<file path="config.mk">
export PLATFORM = sky130hd
export DESIGN_NAME = clock_generation_unit
export DESIGN_NICKNAME = d
export VERILOG_FILES = /design/src/hw/clock_unit_pkg.sv /design/src/hw/clock_generation_unit.sv /design/src/hw/tick_divider.sv /design/src/hw/watchdog_service.sv
export SDC_FILE = /design/constraint.sdc
export NUM_CORES = 1
export LEC_CHECK = 0
export ABC_AREA = 1
export BUFFER_PORTS_ARGS = -buffer_cell sky130_fd_sc_hd__buf_2
export CAP_MARGIN = 5
export CORE_MARGIN = 3
export CORE_UTILIZATION = 40
export CTS_BUF_LIST = sky130_fd_sc_hd__clkbuf_16
export DETAILED_ROUTE_END_ITERATION = 10
export MAX_ROUTING_LAYER = met4
export SKIP_LAST_GASP = 1
export SLEW_MARGIN = 40
export SYNTH_ARGS = -nofsm -noshare
export SYNTH_HDL_FRONTEND = slang
export SYNTH_SLANG_ARGS = --single-unit
export TNS_END_PERCENT = 5
</file>
<file path="constraint.sdc">
create_clock -name pclk -period 5 [get_ports pclk]
set_clock_uncertainty 0.1 [all_clocks]
set_input_delay 0.25 -clock pclk [delete_from_list [all_inputs] [get_ports pclk]]
set_output_delay 0.25 -clock pclk [all_outputs]
set_load 0.01 [all_outputs]
</file>
<file path="src/hw/clock_unit_pkg.sv">
// constants shared by the clock generation unit and its helpers
// Function
// - peripheral, bus and four processor phase clocks
// - generate and time system and power-on resets
// - wait mode global pair follows slow divider
// - full rate pair stays oscillator divided two
// - slow divider powers of two up to 128
// - divider off when field zero or running
// - monitor referenced to oscillator, not bus clock
// - watchdog timeout while enabled starts system reset
// - three bit rate: off or seven periods
// - any other service value resets at once
// - periodic interrupt with flag, enable, rate field
// - no oscillator edges within delay resets
// - monitor enable bit in watchdog control register
// - monitor delay runs without any chip clock (this model counts pclk instead)
// - registers relocatable to any 2-Kbyte region
// - field zero bypasses, n divides by 2^n
// - periodic rate divides bus by 2^13..2^19
// - periodic flag sets on timeout, write-one clears
// - watchdog counts bus over 2^13, field extends
package clock_unit_pkg;
  // ----------------------------------------------------------------
  // timing
  // ----------------------------------------------------------------
  localparam int CLK_PERIOD_NS = 10;
  localparam int CM_MIN_TIMEOUT_NS = 2000;
  localparam int CM_TIMEOUT_CYCLES = (CM_MIN_TIMEOUT_NS + CLK_PERIOD_NS - 1) / CLK_PERIOD_NS;
  localparam int RST_SEQ_CYCLES = 64;
  localparam int DIV_CNT_W = 24;
  // ----------------------------------------------------------------
  // register map (byte offsets inside the 2-Kbyte block)
  // ----------------------------------------------------------------
  localparam logic [10:0] OFS_SLOW = 11'h000;
  localparam logic [10:0] OFS_PERIODIC_CTL = 11'h004;
  localparam logic [10:0] OFS_PERIODIC_FLAG = 11'h008;
  localparam logic [10:0] OFS_WATCHDOG_CTL = 11'h00c;
  localparam logic [10:0] OFS_WATCHDOG_SVC = 11'h010;
  localparam logic [10:0] OFS_STATUS = 11'h014;
  localparam int BIT_ENABLE = 7;
  localparam int BIT_FLAG = 7;
  localparam int BIT_ST_WAIT = 0;
  localparam int BIT_ST_WDOG = 1;
  localparam int BIT_ST_MON = 2;
  localparam int BIT_ST_ILLEGAL = 3;
  localparam int BIT_ST_EXT = 4;
  localparam logic [2:0] RESET_FIELD = 3'h0;
  localparam logic [7:0] SVC_ARM = 8'h55;
  localparam logic [7:0] SVC_FIRE = 8'haa;
endpackage : clock_unit_pkg

</file>
<file path="src/hw/clock_generation_unit.sv">
// clock generation unit: clocks, slow divider, watchdog, periodic tick, monitor
`timescale 1ns/1ps
module clock_generation_unit import clock_unit_pkg::*; #(
  parameter int WDOG_BASE_SHIFT = 13, // watchdog prescale, 2^13 bus cycles
  parameter int PERIODIC_BASE_SHIFT = 13 // shortest periodic period, 2^13 bus cycles
) (
  input wire logic pclk, // oscillator reference, 100 MHz
  input wire logic presetn, // power-on reset, asynchronous, active low
  input wire logic psel, // apb select
  input wire logic penable, // apb access phase
  input wire logic pwrite, // apb direction, high for write
  input wire logic [15:0] paddr, // apb byte address
  input wire logic [31:0] pwdata, // apb write data
  output logic [31:0] prdata, // apb read data
  output logic pready, // apb ready
  output logic pslverr, // apb error, unmapped offset or address outside the block region
  input wire logic [4:0] block_base, // 2-Kbyte region of the register block
  input wire logic wait_mode, // part is in wait mode (pin)
  input wire logic ext_reset_n, // external reset request (pin), active low
  input wire logic osc_sense, // raw oscillator edge sense for the monitor (pin)
  output logic p_clk_glob, // global peripheral clock
  output logic e_clk_glob, // global bus clock
  output logic p_clk_full, // full rate pair, peripheral clock
  output logic e_clk_full, // full rate pair, bus clock
  output logic [3:0] t_clk, // processor phase clocks
  output logic sys_reset_n, // system reset, active low
  output logic por_active, // power-on reset sequence running
  output logic periodic_irq // periodic interrupt request
);
  // ----------------------------------------------------------------
  // input synchronisers
  // ----------------------------------------------------------------
  logic [1:0] wait_sync;
  logic [1:0] ext_sync;
  logic [2:0] osc_sync;
  logic in_wait;
  logic ext_req;
  logic osc_edge;

  // the first stage of each chain is read only by the second
  always_ff @(posedge pclk or negedge presetn) begin
    if (!presetn) begin
      wait_sync <= 2'h0;
      ext_sync <= 2'h3;
      osc_sync <= 3'h0;
    end else begin
      wait_sync <= {wait_sync[0], wait_mode};
      ext_sync <= {ext_sync[0], ext_reset_n};
      osc_sync <= {osc_sync[1:0], osc_sense};
    end
  end

  assign in_wait = wait_sync[1];
  assign ext_req = !ext_sync[1];
  assign osc_edge = osc_sync[2] ^ osc_sync[1];

  // ----------------------------------------------------------------
  // registers and reset sequencer state
  // ----------------------------------------------------------------
  logic [2:0] slow_divider_field;
  logic periodic_interrupt_enable;
  logic [2:0] periodic_rate_field;
  logic periodic_flag;
  logic monitor_enable_bit;
  logic [2:0] watchdog_rate_field;
  logic [4:0] reset_cause;
  logic [7:0] rst_count;
  logic seq_busy;
  logic chip_reset;
  logic wdog_timeout;
  logic mon_timeout;
  logic svc_restart;
  logic svc_illegal;
  logic periodic_tick;
  logic reset_request;

  // ----------------------------------------------------------------
  // apb decode
  // ----------------------------------------------------------------
  logic in_block;
  logic [10:0] offset;
  logic mapped;
  logic wr_strobe;
  logic rd_strobe;

  assign in_block = (paddr[15:11] == block_base);
  assign offset = {paddr[10:2], 2'h0};
  assign mapped = in_block && (offset == OFS_SLOW || offset == OFS_PERIODIC_CTL ||
                  offset == OFS_PERIODIC_FLAG || offset == OFS_WATCHDOG_CTL ||
                  offset == OFS_WATCHDOG_SVC || offset == OFS_STATUS);
  assign wr_strobe = psel && penable && pwrite && mapped;
  assign rd_strobe = psel && penable && !pwrite;
  // every access completes in its first access cycle
  assign pready = 1'b1;
  assign pslverr = psel && penable && !mapped;

  // read data registered at the access edge would cost a cycle, so it is muxed
  always_comb begin
    prdata = 32'h0000_0000;
    if (rd_strobe && mapped) begin
      case (offset)
        OFS_SLOW: prdata = {29'h0, slow_divider_field};
        OFS_PERIODIC_CTL: prdata = {24'h0, periodic_interrupt_enable, 4'h0,
                                    periodic_rate_field};
        OFS_PERIODIC_FLAG: prdata = {24'h0, periodic_flag, 7'h00};
        OFS_WATCHDOG_CTL: prdata = {24'h0, monitor_enable_bit, 4'h0,
                                    watchdog_rate_field};
        OFS_STATUS: prdata = {27'h0, reset_cause[4:1], in_wait};
        default: prdata = 32'h0000_0000;
      endcase
    end
  end

  // ----------------------------------------------------------------
  // control registers, returned to reset values by any chip reset
  // ----------------------------------------------------------------
  always_ff @(posedge pclk or negedge presetn) begin
    if (!presetn) begin
      slow_divider_field <= RESET_FIELD;
      periodic_interrupt_enable <= 1'b0;
      periodic_rate_field <= RESET_FIELD;
      monitor_enable_bit <= 1'b0;
      watchdog_rate_field <= RESET_FIELD;
    end else if (chip_reset) begin
      slow_divider_field <= RESET_FIELD;
      periodic_interrupt_enable <= 1'b0;
      periodic_rate_field <= RESET_FIELD;
      monitor_enable_bit <= 1'b0;
      watchdog_rate_field <= RESET_FIELD;
    end else if (wr_strobe) begin
      case (offset)
        OFS_SLOW: slow_divider_field <= pwdata[2:0];
        OFS_PERIODIC_CTL: begin
          periodic_interrupt_enable <= pwdata[BIT_ENABLE];
          periodic_rate_field <= pwdata[2:0];
        end
        OFS_WATCHDOG_CTL: begin
          monitor_enable_bit <= pwdata[BIT_ENABLE];
          watchdog_rate_field <= pwdata[2:0];
        end
        default: ;
      endcase
    end
  end

  // ----------------------------------------------------------------
  // clock generation
  // ----------------------------------------------------------------
  logic [1:0] phase;
  logic slow_active;
  logic slow_tick;
  logic glob_tick;
  logic bus_tick;

  // four phase slots per four oscillator cycles, one processor clock each
  always_ff @(posedge pclk or negedge presetn) begin
    if (!presetn) begin
      phase <= 2'h0;
      t_clk <= 4'h1;
    end else begin
      phase <= phase + 2'h1;
      t_clk <= 4'(4'h1 << (phase + 2'h1));
    end
  end

  // the full rate pair toggles on every rising edge: oscillator over two
  always_ff @(posedge pclk or negedge presetn) begin
    if (!presetn) begin
      e_clk_full <= 1'b0;
      p_clk_full <= 1'b1;
    end else begin
      e_clk_full <= !e_clk_full;
      p_clk_full <= e_clk_full;
    end
  end

  // slowing only applies in wait mode with a nonzero field
  assign slow_active = in_wait && (slow_divider_field != 3'h0);

  // counter runs from the constant clock; shift n gives 2^n slower toggles
  tick_divider #(.W(8)) u_slow_div (
    .pclk(pclk),
    .presetn(presetn),
    .clear(!slow_active),
    .tick_in(1'b1),
    .shift({2'h0, slow_divider_field}),
    .tick_out(slow_tick)
  );

  assign glob_tick = slow_active ? slow_tick : 1'b1;
  // one bus cycle ends each time the global bus clock falls
  assign bus_tick = glob_tick && e_clk_glob;

  // the global pair follows the divider in wait, the oscillator otherwise
  always_ff @(posedge pclk or negedge presetn) begin
    if (!presetn) begin
      e_clk_glob <= 1'b0;
      p_clk_glob <= 1'b1;
    end else if (glob_tick) begin
      e_clk_glob <= !e_clk_glob;
      p_clk_glob <= e_clk_glob;
    end
  end

  // ----------------------------------------------------------------
  // watchdog
  // ----------------------------------------------------------------
  logic [4:0] wdog_shift;
  logic wdog_on;
  logic wdog_clear;
  logic svc_wr;

  assign svc_wr = wr_strobe && (offset == OFS_WATCHDOG_SVC);

  watchdog_service u_service (
    .pclk(pclk),
    .presetn(presetn),
    .clear(chip_reset),
    .wr(svc_wr),
    .wdata(pwdata[7:0]),
    .restart(svc_restart),
    .illegal(svc_illegal)
  );

  // base prescale then two further powers of two per code up to code 5, one per code above; code 0 is off
  always_comb begin
    case (watchdog_rate_field)
      3'h1: wdog_shift = 5'(WDOG_BASE_SHIFT);
      3'h2: wdog_shift = 5'(WDOG_BASE_SHIFT + 2);
      3'h3: wdog_shift = 5'(WDOG_BASE_SHIFT + 4);
      3'h4: wdog_shift = 5'(WDOG_BASE_SHIFT + 6);
      3'h5: wdog_shift = 5'(WDOG_BASE_SHIFT + 8);
      3'h6: wdog_shift = 5'(WDOG_BASE_SHIFT + 9);
      3'h7: wdog_shift = 5'(WDOG_BASE_SHIFT + 10);
      default: wdog_shift = 5'h00;
    endcase
  end

  assign wdog_on = (watchdog_rate_field != 3'h0);
  // a valid service pair restarts the free-running count
  assign wdog_clear = chip_reset || !wdog_on || svc_restart;

  tick_divider #(.W(DIV_CNT_W)) u_wdog_div (
    .pclk(pclk),
    .presetn(presetn),
    .clear(wdog_clear),
    .tick_in(bus_tick),
    .shift(wdog_shift),
    .tick_out(wdog_timeout)
  );

  // ----------------------------------------------------------------
  // periodic interrupt
  // ----------------------------------------------------------------
  logic [4:0] periodic_shift;
  logic periodic_on;
  logic flag_clear;

  assign periodic_on = (periodic_rate_field != 3'h0);
  assign periodic_shift = 5'(PERIODIC_BASE_SHIFT - 1 + int'(periodic_rate_field));

  // periods count bus cycles, so the slow divider stretches them too
  tick_divider #(.W(DIV_CNT_W)) u_periodic_div (
    .pclk(pclk),
    .presetn(presetn),
    .clear(chip_reset || !periodic_on),
    .tick_in(bus_tick),
    .shift(periodic_shift),
    .tick_out(periodic_tick)
  );

  assign flag_clear = wr_strobe && (offset == OFS_PERIODIC_FLAG) && pwdata[BIT_FLAG];

  // a timeout in the clearing cycle wins over the clear
  always_ff @(posedge pclk or negedge presetn) begin
    if (!presetn) begin
      periodic_flag <= 1'b0;
    end else if (chip_reset) begin
      periodic_flag <= 1'b0;
    end else if (periodic_tick) begin
      periodic_flag <= 1'b1;
    end else if (flag_clear) begin
      periodic_flag <= 1'b0;
    end
  end

  assign periodic_irq = periodic_flag && periodic_interrupt_enable;

  // ----------------------------------------------------------------
  // clock monitor
  // ----------------------------------------------------------------
  logic [7:0] mon_count;

  // counts reference cycles between oscillator edges; a real part uses an
  // rc delay so it works with every clock stopped, this model needs pclk
  always_ff @(posedge pclk or negedge presetn) begin
    if (!presetn) begin
      mon_count <= 8'h00;
    end else if (!monitor_enable_bit || osc_edge || chip_reset) begin
      mon_count <= 8'h00;
    end else if (mon_count != 8'(CM_TIMEOUT_CYCLES)) begin
      mon_count <= mon_count + 8'h01;
    end
  end

  assign mon_timeout = monitor_enable_bit &&
                       (mon_count == 8'(CM_TIMEOUT_CYCLES));

  // ----------------------------------------------------------------
  // reset sequencer
  // ----------------------------------------------------------------
  assign reset_request = wdog_timeout || svc_illegal || mon_timeout || ext_req;
  assign chip_reset = seq_busy;

  // every source starts the same sequence; its end waits while the external request is held
  always_ff @(posedge pclk or negedge presetn) begin
    if (!presetn) begin
      seq_busy <= 1'b1;
      por_active <= 1'b1;
      rst_count <= 8'h00;
      sys_reset_n <= 1'b0;
    end else if (reset_request && !seq_busy) begin
      seq_busy <= 1'b1;
      rst_count <= 8'h00;
      sys_reset_n <= 1'b0;
    end else if (seq_busy) begin
      if (rst_count == 8'(RST_SEQ_CYCLES - 1) && !ext_req) begin
        seq_busy <= 1'b0;
        por_active <= 1'b0;
        sys_reset_n <= 1'b1;
      end else if (rst_count != 8'(RST_SEQ_CYCLES - 1)) begin
        rst_count <= rst_count + 8'h01;
      end
    end
  end

  // cause of the last reset survives the sequence for software to read
  always_ff @(posedge pclk or negedge presetn) begin
    if (!presetn) begin
      reset_cause <= 5'h00;
    end else if (reset_request && !seq_busy) begin
      reset_cause[BIT_ST_WAIT] <= 1'b0;
      reset_cause[BIT_ST_WDOG] <= wdog_timeout;
      reset_cause[BIT_ST_MON] <= mon_timeout;
      reset_cause[BIT_ST_ILLEGAL] <= svc_illegal;
      reset_cause[BIT_ST_EXT] <= ext_req;
    end
  end
endmodule : clock_generation_unit

</file>
<file path="src/hw/tick_divider.sv">
// power-of-two divider of a tick stream
`timescale 1ns/1ps
module tick_divider import clock_unit_pkg::*; #(
  parameter int W = DIV_CNT_W
) (
  input wire logic pclk, // oscillator reference clock
  input wire logic presetn, // asynchronous reset, active low
  input wire logic clear, // restart the count
  input wire logic tick_in, // one-cycle input tick
  input wire logic [4:0] shift, // divide by two to this power
  output logic tick_out // one pulse every 2^shift input ticks
);
  logic [W-1:0] count;
  logic [W-1:0] last;

  // terminal count is 2^shift - 1
  assign last = W'((64'h1 << shift) - 64'h1);

  // counter wraps at the terminal count and pulses on the wrap; a count left
  // above a newly shortened terminal wraps at once instead of running to 2^W
  always_ff @(posedge pclk or negedge presetn) begin
    if (!presetn) begin
      count <= '0;
      tick_out <= 1'b0;
    end else if (clear) begin
      count <= '0;
      tick_out <= 1'b0;
    end else begin
      tick_out <= tick_in && (count >= last);
      if (tick_in) begin
        count <= (count >= last) ? '0 : count + W'(1);
      end
    end
  end
endmodule : tick_divider

</file>
<file path="src/hw/watchdog_service.sv">
// watchdog service sequence checker
`timescale 1ns/1ps
module watchdog_service import clock_unit_pkg::*; (
  input wire logic pclk, // oscillator reference clock
  input wire logic presetn, // asynchronous reset, active low
  input wire logic clear, // chip reset in progress
  input wire logic wr, // one-cycle write to the service register
  input wire logic [7:0] wdata, // value written
  output logic restart, // pulse: arm then fire seen in order
  output logic illegal // pulse: a value other than the two
);
  logic armed;

  // an arm value must come first; a lone fire value is legal but does nothing
  always_ff @(posedge pclk or negedge presetn) begin
    if (!presetn) begin
      armed <= 1'b0;
      restart <= 1'b0;
      illegal <= 1'b0;
    end else if (clear) begin
      armed <= 1'b0;
      restart <= 1'b0;
      illegal <= 1'b0;
    end else begin
      restart <= wr && (wdata == SVC_FIRE) && armed;
      illegal <= wr && (wdata != SVC_ARM) && (wdata != SVC_FIRE);
      if (wr) begin
        armed <= (wdata == SVC_ARM);
      end
    end
  end
endmodule : watchdog_service

</file>
==> flow_summary.rst <==
.. list-table::
   :header-rows: 1

   * - Metric
     - Value
   * - Share of flip-flops with an asynchronous set or reset
     - 100.0%
   * - RSZ-0062 raised after global routing
     - no
   * - Net count reported at finish
     - 1255
   * - Psw
     - about 0.52 mW
   * - Worst Hold Path EP
     - u_service.armed$_DFFE_PN0P_
   * - IO Count
     - around 110
   * - Minimum hold slack
     - around 0.044 ns
   * - Maximum buffer depth of the clock tree
     - 2
   * - Summed area of non-filler cells in the final layout
     - about 9000 um2
   * - Clock Power Share
     - roughly 54%
   * - Final Routed Wirelength
     - around 17000 um
   * - Data required time at the worst endpoint
     - between 5 and 6 ns
   * - Run status
     - complete, no violations
   * - Startpoint types
     - register
   * - Global-route wire length before repair
     - roughly 30000 um
   * - Via Count
     - 6698
   * - Post-DR vias/cell
     - between 4 and 5
   * - Met1 usage in global routing
     - approximately 22%
   * - Clock network latency to the later pin of the worst-skew pair
     - roughly 0.42 ns
   * - Count of unique library cells instantiated by Yosys
     - 49
   * - Die height
     - around 150 um
   * - Count of state elements after synthesis
     - between 100 and 150
   * - Synthesized area per cell
     - 7.562 um2
   * - Critical hold path startpoint
     - pwdata[3]
   * - Area of the core region
     - between 15000 and 20000 um2
   * - Achievable Freq
     - around 300 MHz
   * - Leakage
     - approximately 4.4 nW
   * - Reg-to-Reg Start
     - watchdog_rate_field[0]$_DFFE_PN0P_
   * - Most common flop cell mapped by yosys
     - sky130_fd_sc_hd__dfrtp_1
   * - Sequential cell area
     - 2861 um2
   * - Detailed placement HPWL
     - approximately 13000 um
   * - Die outline width
     - 146.8 um
   * - Area of the mapped netlist
     - ~8000 um2
   * - Tcrit/Tclk final
     - between 60 and 70%
   * - Actual transition at the worst max-transition pin
     - ~0.76 ns
   * - Area Overhead vs Synth
     - 13.81%
   * - Relative contribution of combinational cells to total power
     - between 3 and 4%
   * - Pwr Density
     - approximately 240 nW/um2
   * - Share of cells above drive strength 1
     - a little under an eighth
   * - Maximum ir drop on the vdd rail
     - slightly above 0.0002 V
   * - Post-layout util
     - roughly 47%
   * - Slew headroom
     - approximately 49%
   * - Final setup viols
     - 0
   * - Met3 global-route usage
     - around 3.3%
   * - Max H-tree Level
     - 4
   * - Setup crit end kind
     - register
   * - Area fraction of the dominant cell type after synthesis
     - between 30% and 40%
   * - Area of combinational cells with multiple inputs
     - between 4000 and 5000 um2
   * - # clock sinks
     - 114
   * - Post-cts resize count
     - 0
   * - Fin Setup TNS
     - 0 ns
   * - Final-report max-slew violation count
     - 0
   * - Part of the power in registers
     - a little over two fifths
   * - Vias in the first global route
     - around 6600
   * - Num CTS Buffers
     - 17
   * - Most frequent cells after synthesis
     - sky130_fd_sc_hd__nand2_1 (262), sky130_fd_sc_hd__nor2_1 (136), sky130_fd_sc_hd__inv_1 (109), sky130_fd_sc_hd__dfrtp_1 (107), sky130_fd_sc_hd__nand3_1 (85)
   * - Startpoint-to-endpoint class of the critical path
     - register to register
   * - Global router's overall resource usage
     - between 15 and 20%
   * - Total number of yosys warnings
     - 0
   * - Register-to-Register Setup Slack
     - 1.69 ns
   * - Initial DRC count
     - 423
   * - Std-Cell Rows
     - 50
   * - Clock period minus final worst setup slack
     - 3.313 ns
   * - Switching Share
     - about a quarter
   * - Number of nets with antenna violations after routing
     - 0
   * - Worst R2R End
     - u_wdog_div.count[22]$_DFFE_PN0P_
   * - FF-to-FF path depth
     - 17
   * - Initial antenna violation count
     - 0
   * - Post-synthesis sequential area ratio
     - a little over a third
   * - Clock tree from TritonCTS
     - built
   * - Max-capacitance violation count
     - 0
   * - Congestion Overflow GR
     - 0
   * - Number of detailed-route iterations in the first pass
     - 6
   * - Arrival time worst endpoint
     - between 3 and 4 ns
   * - Buffers on Ports
     - 52
   * - Number of synthesized flops with an enable pin
     - 0
   * - Fillers
     - 1906
   * - Class of the most critical hold timing path
     - primary input to register
   * - GR Util met2
     - between 20% and 30%
   * - Diode insertion count for antenna repair
     - 0
   * - Layer with the highest usage
     - met2
   * - Total DRC errors in the routed layout
     - 0
   * - Weighted congestion reported at the end of routability-driven placement
     - 0.8533
   * - Top fanout value on the critical path
     - 13
   * - Hold Vio Cnt, Final
     - 0
   * - Cell area after placement
     - 8391 um2
   * - Routed WL per cell
     - 12.45 um
   * - Clock tree root buffer cell
     - sky130_fd_sc_hd__clkbuf_16
   * - Overall die area
     - 21540 um2
   * - Largest area contributor in the netlist
     - sky130_fd_sc_hd__dfrtp_1
   * - Clock transition at the register clock pins on the worst setup and hold paths after CTS
     - 0.06 ns
   * - Internal power
     - between 1.5 and 2 mW
   * - Pin count of the biggest net entering global routing
     - between 60 and 70
   * - Cell types occupying the most area after synthesis
     - sky130_fd_sc_hd__dfrtp_1 (34%), sky130_fd_sc_hd__nand2_1 (12%), sky130_fd_sc_hd__ha_1 (10%)
   * - Hold Path Depth
     - 4
   * - Initial core utilization
     - between 40% and 50%
   * - Overall power consumption
     - 2.207 mW
   * - Synthesized netlist cell count
     - around 1000
   * - Most repeated cell in the gate-level netlist after synthesis
     - sky130_fd_sc_hd__nand2_1
==> routing by layer <==
layer	routed length, um	part of all wire, %
met4	138	0.79
met3	568	3.3
met5	0	0
met2	8350	48
met1	8381	48
==> power groups by stage <==
stage	Clock [mW]	Sequential [mW]	Combinational, mW
global placement	0	0.944	0.0784
global route	1.27	0.928	0.0954
finish	1.20	0.928	0.0810
detailed placement	0	0.944	0.0797
CTS	1.24	0.928	0.0821
floorplan	0	0.944	0.0538
==> per-stage QoR <==
stage | instances | setup slack [ns]
2_1_floorplan | 1090 | 2.077
3_3_place_gp | 1365 | 1.769
3_5_place_dp | 1365 | 1.674
4_1_cts | 1401 | 1.661
5_1_grt | 1401 | 1.369
6_report | 1401 | 1.687
==> timing repair <==
action,4_1_cts,5_1_grt
hold buffers,4,0
hold endpoints to repair,53,0
buffers inserted,0,0
==> critical path: stages, from the launching register on <==
cell,delay [ns]
sky130_fd_sc_hd__dfrtp_1,0.44
sky130_fd_sc_hd__inv_2,0.10
sky130_fd_sc_hd__nand2_4,0.09
sky130_fd_sc_hd__nor2_2,0.18
sky130_fd_sc_hd__inv_1,0.13
sky130_fd_sc_hd__ha_1,0.35
sky130_fd_sc_hd__o32ai_1,0.31
sky130_fd_sc_hd__inv_1,0.07
sky130_fd_sc_hd__ha_1,0.29
sky130_fd_sc_hd__nand4_1,0.13
sky130_fd_sc_hd__nor2_1,0.16
sky130_fd_sc_hd__nand2_1,0.09
sky130_fd_sc_hd__nor2_1,0.11
sky130_fd_sc_hd__nor2_1,0.05
sky130_fd_sc_hd__nand2_1,0.13
sky130_fd_sc_hd__nand2_2,0.10
sky130_fd_sc_hd__nand2_2,0.25
sky130_fd_sc_hd__nor2_1,0.09
==> worst max path at each step <==
stage,slack (ns),end,from
6_report,1.69,u_wdog_div.count[22]$_DFFE_PN0P_,watchdog_rate_field[0]$_DFFE_PN0P_
5_1_grt,1.37,u_wdog_div.count[22]$_DFFE_PN0P_,watchdog_rate_field[0]$_DFFE_PN0P_
4_1_cts,1.66,u_wdog_div.count[22]$_DFFE_PN0P_,watchdog_rate_field[1]$_DFFE_PN0P_
3_5_place_dp,1.67,u_wdog_div.count[22]$_DFFE_PN0P_,watchdog_rate_field[0]$_DFFE_PN0P_
3_3_place_gp,1.77,u_wdog_div.count[22]$_DFFE_PN0P_,watchdog_rate_field[1]$_DFFE_PN0P_
2_1_floorplan,2.08,u_wdog_div.count[13]$_DFFE_PN0P_,watchdog_rate_field[1]$_DFFE_PN0P_
==> state kept, by name, indices dropped and copies added (netlist names), 2 cells and up <==
signal                cells
t_clk                     4
phase                     2
periodic_rate_field       3
rst_count                 8
ext_sync                  2
osc_sync                  3
watchdog_rate_field       3
reset_cause               4
wait_sync                 2
u_wdog_div.count         24
u_slow_div.count          8
slow_divider_field        3
u_periodic_div.count     24
mon_count                 8
==> placed cells by master (no fill, tap or decap), types with 12 or more instances in the layout <==
master                        n
sky130_fd_sc_hd__nand2_1    262
sky130_fd_sc_hd__nor2_1     136
sky130_fd_sc_hd__inv_1      109
sky130_fd_sc_hd__dfrtp_1    107
sky130_fd_sc_hd__nand3_1     85
sky130_fd_sc_hd__ha_1        66
sky130_fd_sc_hd__buf_2       51
sky130_fd_sc_hd__conb_1      44
sky130_fd_sc_hd__xor2_1      34
sky130_fd_sc_hd__a21oi_1     31
sky130_fd_sc_hd__nor3_1      28
sky130_fd_sc_hd__o21ai_0     26
sky130_fd_sc_hd__nand4_1     19
sky130_fd_sc_hd__clkbuf_16   17
sky130_fd_sc_hd__xnor2_1     12
==> layout make-up <==
cell class / count / area share (%)
Tap cell: 260 / 3.607
Clock inverter: 15 / 1.776
Sequential cell: 114 / 31.72
Multi-Input combinational cell: 822 / 49.87
Inverter: 116 / 4.827
Clock buffer: 17 / 4.716
Timing Repair Buffer: 57 / 3.482
==> kinds of logic (layout without fill, tap and decap cells) <==
| kind of cell | count (synthesis) | after routing | share of synthesized area (%) |
|---|---|---|---|
| simple gates | 581 | 581 | 32.87 |
| fa+ha+maj | 66 | 66 | 10.42 |
| flops | 114 | 114 | 36.11 |
| other cells | 2 | 44 | 0.09476 |
| buf+inv | 154 | 205 | 9.125 |
| compound gates | 85 | 85 | 6.299 |
| xor+xnor | 46 | 46 | 5.084 |
Power figures use the tool's default switching activity.
